### src/pkg/fsrpg_pkg.sv
// Package for the flash security register and power-on gate block.
// Holds opcodes, register bit positions, reset values and delay counts.
package fsrpg_pkg;
  // Opcodes, left as parameters of plain value; the command set is not in scope
  localparam logic [7:0] OP_READ_SECURITY   = 8'h2B;
  localparam logic [7:0] OP_WRITE_SECURITY  = 8'h2F;
  localparam logic [7:0] OP_WRITE_ENABLE    = 8'h06;
  localparam logic [7:0] OP_WRITE_DISABLE   = 8'h04;
  localparam logic [7:0] OP_STATUS_WRITE    = 8'h01;
  localparam logic [7:0] OP_PAGE_PROGRAM    = 8'h02;
  localparam logic [7:0] OP_CONT_PROGRAM    = 8'hAD;
  localparam logic [7:0] OP_SECTOR_ERASE    = 8'h20;
  localparam logic [7:0] OP_CHIP_ERASE      = 8'h60;
  localparam logic [7:0] OP_ENTER_PROTECTED = 8'hB1;
  localparam logic [7:0] OP_EXIT_PROTECTED  = 8'hC1;
  localparam logic [7:0] OP_READ_DATA       = 8'h03;
  // Security register layout
  localparam int SEC_FACTORY_BIT = 0;
  localparam int SEC_LOCK_BIT    = 1;
  localparam int SEC_CP_BIT      = 4;
  localparam logic [7:0] SEC_RESERVED_VALUE = 8'h00;
  // Power-on delays in microseconds, then cycles at 100 MHz
  localparam int CLK_MHZ              = 100;
  localparam int SUPPLY_VALID_US      = 200;
  localparam int WRITE_INHIBIT_US     = 10000;
  localparam int SUPPLY_VALID_CYCLES  = SUPPLY_VALID_US * CLK_MHZ;
  localparam int WRITE_INHIBIT_CYCLES = WRITE_INHIBIT_US * CLK_MHZ;
  localparam int DELAY_W              = 24;
endpackage

### src/hdl/fsrpg_sync.sv
// Two-flop synchroniser bank for pin inputs.
// Assumes inputs are asynchronous to CLK_SYS; first stage feeds only the second.
`timescale 1ns/1ps
module fsrpg_sync #(
  parameter int W = 3
) (
  input  wire logic         clk,
  input  wire logic         rst,
  input  wire logic [W-1:0] d,
  input  wire logic [W-1:0] rst_val,
  output logic      [W-1:0] q
);
  logic [W-1:0] meta;
  // Reset loads the pins' idle pattern, so edge detectors see no false edge after it
  always_ff @(posedge clk) begin
    if (rst) begin
      meta <= rst_val;
      q    <= rst_val;
    end else begin
      meta <= d;
      q    <= meta;
    end
  end
endmodule

### src/hdl/fsrpg_top.sv
// Security-register access and power-on command gating of a serial flash.
// Assumes the SPI host drives CS_N, SCLK, SI (mode 0); all three are async pins.
// Functional notes
// - Security read accepted once the supply valid delay ends, even busy, and streams while clocks run.
// - Read: select, opcode, register shifted out on SO until deselect.
// - Bit 0 reports non-volatile factory lock of the protected area.
// - Bit 1 customer lock; once set, bit and protected area frozen.
// - In protected-area mode, main array access is refused.
// - Bit 4 volatile continuous program flag, resets to zero.
// - Security write needs no prior write enable.
// - Security write is opcode only; deselect off byte boundary discards it.
// - After power-up: standby, not deep power-down, write enable latch cleared.
// - During power-on reset logic held reset and all commands ignored.
// - Write-type commands ignored until write inhibit delay elapses.
// - Reads accepted after supply valid delay, before write inhibit ends.
// - Protected mode entered and left by lone enter and exit commands.
`timescale 1ns/1ps
module fsrpg_top
  import fsrpg_pkg::*;
#(
  parameter int SUPPLY_VALID  = SUPPLY_VALID_CYCLES,
  parameter int WRITE_INHIBIT = WRITE_INHIBIT_CYCLES
) (
  input  wire logic CLK_SYS,
  input  wire logic RST,
  input  wire logic CS_N,
  input  wire logic SCLK,
  input  wire logic SI,
  input  wire logic FACTORY_LOCK,
  input  wire logic CP_ACTIVE,
  input  wire logic BUSY,
  output logic      SO,
  output logic      SO_OE,
  output logic      WRITE_ENABLE_LATCH,
  output logic      CUSTOMER_LOCK_FLAG,
  output logic      PROTECTED_MODE,
  output logic      DEEP_POWER_DOWN,
  output logic      ARRAY_ACCESS_OK,
  output logic      READ_READY,
  output logic      WRITE_READY,
  output logic      WRITE_CMD_PULSE,
  output logic [7:0] CMD_CODE
);
  typedef struct packed {
    logic            sclk_d;
    logic [2:0]      bit_cnt;
    logic [7:0]      shreg;
    logic [7:0]      opcode;
    logic            op_valid;
    logic            extra;
    logic            reading;
    logic [7:0]      out_sh;
    logic [DELAY_W-1:0] delay;
    logic            read_ok;
    logic            write_ok;
    logic            write_enable_latch;
    logic            lock;
    logic            prot;
    logic            factory;
    logic            cp;
    logic            so;
    logic            so_oe;
    logic            wr_pulse;
    logic [7:0]      cmd_code;
    logic            arr_ok;
    logic            dpd;
  } fsrpg_state_t;

  fsrpg_state_t s, next_s;
  logic [2:0]   pins;

  fsrpg_sync #(.W(3)) u_sync (
    .clk     (CLK_SYS),
    .rst     (RST),
    .d       ({CS_N, SCLK, SI}),
    .rst_val (3'h5),
    .q       (pins)
  );

  logic cs_n_s, sclk_s, si_s, rise, fall;
  assign cs_n_s = pins[2];
  assign sclk_s = pins[1];
  assign si_s   = pins[0];
  assign rise   = sclk_s & ~s.sclk_d;
  assign fall   = ~sclk_s & s.sclk_d;

  // Write-type opcode decode, used only for the write pulse; deselect actions are gated by write_ok alone
  function automatic logic is_write_op(input logic [7:0] op);
    return op == OP_WRITE_ENABLE || op == OP_PAGE_PROGRAM || op == OP_CONT_PROGRAM ||
           op == OP_SECTOR_ERASE || op == OP_CHIP_ERASE || op == OP_WRITE_SECURITY ||
           op == OP_STATUS_WRITE;
  endfunction

  function automatic logic [7:0] sec_image(input fsrpg_state_t st);
    logic [7:0] v;
    v = SEC_RESERVED_VALUE;
    v[SEC_FACTORY_BIT] = st.factory;
    v[SEC_LOCK_BIT]    = st.lock;
    v[SEC_CP_BIT]      = st.cp;
    return v;
  endfunction

  // Next-state logic for the whole block
  always_comb begin
    logic [7:0] nb;
    nb = {s.shreg[6:0], si_s};
    next_s = s;
    next_s.sclk_d   = sclk_s;
    next_s.wr_pulse = 1'b0;
    next_s.factory  = FACTORY_LOCK; // factory lock mirror
    next_s.cp       = CP_ACTIVE;    // volatile flag follows mode
    if (s.delay != DELAY_W'(WRITE_INHIBIT)) begin
      next_s.delay = s.delay + DELAY_W'(1);
    end
    if (s.delay >= DELAY_W'(SUPPLY_VALID)) begin
      next_s.read_ok = 1'b1;
    end
    if (s.delay >= DELAY_W'(WRITE_INHIBIT)) begin
      next_s.write_ok = 1'b1;
    end
    if (cs_n_s) begin
      // Deselect ends the frame; only opcode-only commands act here
      next_s.so_oe   = 1'b0;
      next_s.reading = 1'b0;
      next_s.bit_cnt = 3'h0;
      if (s.op_valid && !s.extra && s.bit_cnt == 3'h0 && s.write_ok) begin
        case (s.opcode)
          // no write enable needed; lock only ever sets
          OP_WRITE_SECURITY: if (!s.lock && !BUSY) next_s.lock = 1'b1;
          OP_WRITE_ENABLE:   next_s.write_enable_latch = 1'b1;
          OP_WRITE_DISABLE:  next_s.write_enable_latch = 1'b0;
          OP_ENTER_PROTECTED: next_s.prot = 1'b1;
          OP_EXIT_PROTECTED:  next_s.prot = 1'b0;
          default: ;
        endcase
      end
      next_s.op_valid = 1'b0;
      next_s.extra    = 1'b0;
    end else begin
      if (rise && !s.reading) begin
        next_s.shreg   = nb;
        next_s.bit_cnt = s.bit_cnt + 3'h1;
        if (s.op_valid) next_s.extra = 1'b1;
        if (s.bit_cnt == 3'h7 && !s.op_valid) begin
          next_s.opcode   = nb;
          next_s.op_valid = 1'b1;
          next_s.cmd_code = nb;
          // read accepted regardless of busy; read gate
          if (nb == OP_READ_SECURITY && s.read_ok) begin
            next_s.reading = 1'b1;
            next_s.out_sh  = sec_image(s);
            next_s.bit_cnt = 3'h0;
          end
          // pulse only once gate is open; locked protected area stays frozen
          if (is_write_op(nb) && s.write_ok &&
              !(s.prot && (s.lock || nb == OP_STATUS_WRITE))) begin
            next_s.wr_pulse = 1'b1;
          end
        end
      end
      // shift register contents out on falling edges, repeating
      if (s.reading && fall) begin
        next_s.so_oe = 1'b1;
        next_s.so    = s.out_sh[7];
        next_s.out_sh = (s.bit_cnt == 3'h7) ? sec_image(s) : {s.out_sh[6:0], 1'b0};
        next_s.bit_cnt = s.bit_cnt + 3'h1;
      end
    end
    // array gate registered so the pin comes straight from a flop
    next_s.arr_ok = next_s.read_ok & ~next_s.prot;
    // deep power-down is never entered by this block
    next_s.dpd    = 1'b0;
  end

  // synchronous reset holds everything; clears latch and standby
  always_ff @(posedge CLK_SYS) begin
    if (RST) begin
      s <= '0;
    end else begin
      s <= next_s;
    end
  end

  // array access refused in protected mode
  assign ARRAY_ACCESS_OK    = s.arr_ok;
  assign SO                 = s.so;
  assign SO_OE              = s.so_oe;
  assign WRITE_ENABLE_LATCH = s.write_enable_latch;
  assign CUSTOMER_LOCK_FLAG = s.lock;
  assign PROTECTED_MODE     = s.prot;
  assign DEEP_POWER_DOWN    = s.dpd;
  assign READ_READY         = s.read_ok;
  assign WRITE_READY        = s.write_ok;
  assign WRITE_CMD_PULSE    = s.wr_pulse;
  assign CMD_CODE           = s.cmd_code;

  lock_sticky_a: assert property (@(posedge CLK_SYS) disable iff (RST)
    $past(s.lock) |-> s.lock) else $error("lock cleared");
  write_gate_a: assert property (@(posedge CLK_SYS) disable iff (RST)
    s.wr_pulse |-> $past(s.write_ok)) else $error("write before inhibit delay");
  read_first_a: assert property (@(posedge CLK_SYS) disable iff (RST)
    s.write_ok |-> s.read_ok) else $error("read gate late");
  array_block_a: assert property (@(posedge CLK_SYS) disable iff (RST)
    s.prot |-> !ARRAY_ACCESS_OK) else $error("array open in protected mode");
  so_release_a: assert property (@(posedge CLK_SYS) disable iff (RST)
    cs_n_s |=> !s.so_oe) else $error("SO driven when deselected");
  wel_reset_a: assert property (@(posedge CLK_SYS)
    $fell(RST) |-> !s.write_enable_latch && !s.lock) else $error("latch not cleared");
  // flag tracks mode with one cycle lag
  cp_track_a: assert property (@(posedge CLK_SYS) disable iff (RST)
    !$past(RST) |-> s.cp == $past(CP_ACTIVE)) else $error("cp flag stale");
  // lock only rises on a deselect
  lock_cs_a: assert property (@(posedge CLK_SYS) disable iff (RST)
    $rose(s.lock) |-> $past(cs_n_s) && $past(s.bit_cnt) == 3'h0) else $error("lock off boundary");
endmodule

### config.mk
export PLATFORM = sky130hd
export DESIGN_NAME = fsrpg_top
export DESIGN_NICKNAME = d
export VERILOG_FILES = /design/src/pkg/fsrpg_pkg.sv /design/src/hdl/fsrpg_sync.sv /design/src/hdl/fsrpg_top.sv
export SDC_FILE = /design/constraint.sdc
export NUM_CORES = 1
export LEC_CHECK = 0
export ABC_AREA = 1
export BUFFER_PORTS_ARGS = -buffer_cell sky130_fd_sc_hd__buf_2
export CELL_PAD_IN_SITES_DETAIL_PLACEMENT = 2
export CELL_PAD_IN_SITES_GLOBAL_PLACEMENT = 2
export CORE_UTILIZATION = 34
export DETAILED_ROUTE_END_ITERATION = 12
export PLACE_DENSITY_LB_ADDON = 0.08
export SYNTH_ARGS = -nofsm -noshare
export SYNTH_HDL_FRONTEND = slang
export SYNTH_SLANG_ARGS = --single-unit
### constraint.sdc
create_clock -name CLK_SYS -period 1.9 [get_ports CLK_SYS]
set_input_delay 0.38 -clock CLK_SYS [delete_from_list [all_inputs] [get_ports CLK_SYS]]
set_output_delay 0.38 -clock CLK_SYS [all_outputs]
set_load 0.01 [all_outputs]
## Yosys cells after proc, flatten, opt, wreduce, memory -nomap -nowiden

Index checks and enable logic that the tools add are counted.

| operators by class | value |
|---|---|
| $add $sub $neg | 2 |
| $lt $le $gt $ge | 2 |
| equal/unequal tests | 15 |
| muxes and demuxes | 16 |
| bitwise gates (word level) | 9 |
| reductions and logical operators | 40 |

Operators by type and width:

| cell | count |
|---|---|
| == test 8 x 6 -> 1 bit (second input constant) | 4 |
| two-way mux 30 bit | 1 |
| two-way mux 9 bit | 3 |
| adder 24 x 1 -> 24 bit (second input constant) | 1 |
| == test 8 x 3 -> 1 bit (second input constant) | 3 |
| == test 8 bit (second input constant) | 3 |
| greater-or-equal comparator 24 x 15 -> 1 bit (second input constant) | 1 |
| greater-or-equal comparator 24 x 20 -> 1 bit (second input constant) | 1 |
| inequality test 24 x 20 -> 1 bit (second input constant) | 1 |
| two-way mux 8 bit | 2 |
| logical AND 1 bit | 11 |
| two-way mux 3 bit | 3 |
| AND reduction 3 bit | 3 |
| == test 8 x 1 -> 1 bit (second input constant) | 1 |
| == test 8 x 2 -> 1 bit (second input constant) | 1 |
| == test 8 x 7 -> 1 bit (second input constant) | 1 |
| AND reduction 2 bit | 4 |
| AND reduction 4 bit | 2 |
| nonzero test 2 bit | 4 |
| logical OR 1 bit | 7 |
| logical NOT 1 bit | 6 |
| inverter 1 bit | 6 |
| two-way mux 1 bit | 5 |
| one-hot mux 1 bit (2 select lines) | 2 |
| other kinds (6) | 8 |

| storage, ports and cells | value |
|---|---|
| bits in registers | 73 |
| bits of input ports | 8 |

## Longest topological paths before layout

| depth | value |
|---|---|
| word-level depth | 10 |
| gate-level depth with buffers | 10 |
| mapped depth without buffers | 10 |

## Modules after synthesis

Synthesis repeated with hierarchy kept, for this count alone.

| second synthesis, totals | value |
|---|---|
| cell total of the unflattened synthesis | 521 |
| area, all modules | 3482.1 um^2 |

Modules (own cells, without submodules):

| module | times used | cells each | area each (um^2) | sequential area each (um^2) |
|---|---|---|---|---|
| fsrpg_top | 1 | 499 | 3301.9 | 1301.2 |
| fsrpg_sync | 1 | 22 | 180.2 | 120.1 |

## Least setup slack after synthesis

No wires, ideal clock.

| timing path | value |
|---|---|
| path type | reg2reg |
| start | reg s[72] in the netlist's numbering |
| end | reg s[48] in the netlist's numbering |
| library setup time | 111 ps |
| arrival | 1286 ps |
| path slack | 502 ps |
| stages on the path, launching flop included | 10 |
| buffers on the path | 0 |
| cells stage by stage | dfxtp_1 > ha_1 > ha_1 > nand2_1 > nor2_4 > nand2_4 > nand2_4 > inv_2 > nor2_1 > nor2_1 |

| on the way | value |
|---|---|
| longest elaborated chain between the ends | 4 |
| elaborated cells between the ends (all ways) | 6 |
| those cells by class | eq/ne: 1; mux: 2; reduce/logical: 3 |

Ends and longest elaborated chain:

| item | RTL line | RTL |
|---|---|---|
| from (decl) | fsrpg_top.sv:69 | `fsrpg_state_t s, next_s;` |
| from (signal assigned) | fsrpg_top.sv:180 | `s <= next_s;` |
| == test 3 bit (*) | fsrpg_top.sv:144, fsrpg_top.sv:165 |  |
| logical AND 1 bit | fsrpg_top.sv:144 | `if (s.bit_cnt == 3'h7 && !s.op_valid) begin` |
| nonzero test 2 bit (no line) | n/a |  |
| AND reduction 4 bit (no line) | n/a |  |

Mark *: on every way between the ends. The rest lies on a longest branch, timed or not.
A chain may end at the register's enable or synchronous reset.

## Worst setup path after layout

Same ends and word-level chain as after synthesis.

==> metrics <==
status=completed; hold_ws=~0.22 ns; width of the die=103 um; minimum clock period=roughly 1.7 ns; delay-heaviest family, CP=simple AND/OR/NAND/NOR gates; fmax=approximately 600 MHz; area grow syn2layout=10.8%; CP cell instances=ha_1, ha_1, nand2_1, nor2_4, nand2_4, nand2_4, inv_2, nor2_1, nor2_1; Synth Area in Simple Gates=34.4%; CTS H-tree lvls=3; min-delay worst type=input port to register; commonest non-fill, non-tap cells in the layout=nand2_1, nor2_1, inv_1, dfxtp_1, a21oi_1; register area share after synthesis=40.7%; highest-delay cell along the critical path=dfxtp_1; RSZ-0062 raised after global routing=no; routed len/inst=between 15 and 20 um; Cell variety after synth=31; crit path buf inv count=1; # port buffers=24; synth warn=0; worst slack at placement=approximately 0.23 ns; pwr dens=~700 mW/mm^2; final setup fails=0; num rows=36; Hold Startpoint=CS_N; DRC errors left=0; Leakage=between 1.5 and 2 nW; fillers=approximately 1200; crit-path max FO=9; clock tree buffer depth=2; CTS buffer count=9; Die ar.=~0.011 sq mm; CP Capture Type=register; post-synthesis compound-gate area fraction=between 10% and 20%; worst setup margin=around 0.24 ns; clock root buffer=clkbuf_8; origin of the critical flop-to-flop path=s[72]; Total Wirelength=~10 mm; kind of critical path=register to register; DRT Pass-1 Iters=4; Reg clk slew, reported paths=0.07 ns; layout cell share with drive strength beyond 1=between 10% and 20%; Setup TNS=0 ns; Critical Path Max Stage Delay=between 0.3 and 0.4 ns; Mapped Cells=slightly above 500; antenna cell count=0; Via Count=~3200; Final Util=between 30% and 40%; Synth area leader=dfxtp_1; Post-Syn Nets=between 500 and 600; hpwl dp=just under 8 mm; Die Ht=103 um; first-pass GRT wire length=around 17 mm; mapped cell area=about 0.0035 sq mm; max_cap viols=0; Slew Viols, Final=0; Worst setup SP type=register; Sink Count=71; initial antenna violation count=0; crit share post-route=between 80% and 90%; multiplexer share of the synthesized area=0%; critical path arrival=between 1.5 and 2 ns; Synth top area share=about two fifths; Synth Area in Adders=approximately 1.8%; Final Power=2.69 mW; Seq cells post-synth=71; Synth area leaders=dfxtp_1, nand2_1, nor2_1, inv_1, a21oi_1; antenna viol nets, final=0; io pins=26; Placed Cells=652; main combinational cell family by area after synthesis=simple AND/OR/NAND/NOR gates; Via density=between 4 and 5; routability cong.=~0.77; 1st-iter DRT viols=34; maximum vdd ir drop=0.270 mV; Synth Area in XOR/XNOR=0.753%; Total Routing Usage GR=roughly a fifth; core area=a little under 0.01 sq mm; largest net degree at the start of global routing=40; DP Area=0.00370 sq mm; Final Skew=approximately 0.011 ns; area of the multi-input gates=between 0.0015 and 0.002 sq mm; Congestion Overflow GR=0; CP startpoint=s[72]; Initial Util=~35%; Syn Area/Cell=between 6 and 7 sq um; TritonCTS clock tree=yes; area occupied by registers=between 0.001 and 0.0015 sq mm; number of global-route vias before repair=approximately 3400; most common cell after layout, fill and taps aside=nand2_1; Hold Vio Cnt, Final=0; non-filler cells, final=667; design area=slightly below 0.004 sq mm; WP data required=around 2.1 ns; Layout Nets=approximately 540; clk_lat worst skew=0.35 ns
## worst register-to-register path: stages (launching register included)
cell and delay [ns]:
dfxtp_1 0.36, ha_1 0.16, ha_1 0.24, nand2_1 0.19
nor2_4 0.19, nand2_4 0.12, nand2_4 0.09, inv_2 0.07
nor2_1 0.11, nor2_1 0.05
## cells by family after synthesis
kind of cell	count (synthesis)
other cells	1
fa+ha+maj	5
xor+xnor	3
buf+inv	94
simple gates	259
compound gates	75
flops	71
## routing by layer
metal	share of wire, %	vias to the layer above	wire length, um	track usage (%)
li1	-	1636	-	-
met1	46	1562	4750	24.2
met2	51	28	5230	39.0
met3	1.8	11	183	2.82
met4	1.2	0	124	6.18
met5	0	-	0	0
## synthesized netlist by cell type
cell       n
clkinv_1   1
conb_1     1
inv_1     75
o21a_1     1
clkbuf_1   5
xor2_1     3
nand2_2    3
buf_2      1
nor3_2     2
nor2_4     5
and3_1     1
nor2_2     6
nand2_4    3
inv_2      2
nor2_1    87
o21ai_0   31
nor4_1     1
a21oi_1   42
nor3b_1    1
nand3b_1   4
nand3_4    1
nand4_1   10
nor3_1     7
ha_1       5
nand3_2    1
nand2_1   89
buf_4     10
o21bai_2   1
or2_2      5
dfxtp_1   71
nand3_1   33
## where the power goes
group | leakage, nW | internal, mW | switching (mW) | total [mW]
registers | 0.574 | 1.50 | 0.0148 | 1.52
clock network | 0.0850 | 0.496 | 0.573 | 1.07
logic | 0.946 | 0.0332 | 0.0683 | 0.101
total | 1.61 | 2.03 | 0.656 | 2.69
## registers in the layout (all words and copies together), names as in the netlist, 3 cells and up
signal,count
u_sync.q,3
s,48
u_sync.meta,3
CMD_CODE,8
## worst paths after layout
path | to | slack (ns) | cells after the start
min reg2reg | u_sync.q[2] | 0.42 | 1
min | u_sync.meta[2] | 0.22 | 2
max | s[48] | 0.24 | 9
max reg2reg | s[48] | 0.24 | 9
## layout make-up
cell class / count / area share, %
Sequential cell: 71 / 36.8
Timing Repair Buffer: 27 / 3.69
Multi-Input combinational cell: 343 / 43.4
Inverter: 78 / 7.58
Clock inverter: 4 / 0.583
Clock buffer: 11 / 3.66
Tap cell: 133 / 4.31
## timing repair
item                       CTS  global route
gates resized for setup      0             1
hold buffers                 0             0
setup endpoints to repair    0             1
buffers inserted             0             0
Note: power is estimated with default switching activity, not from simulation.
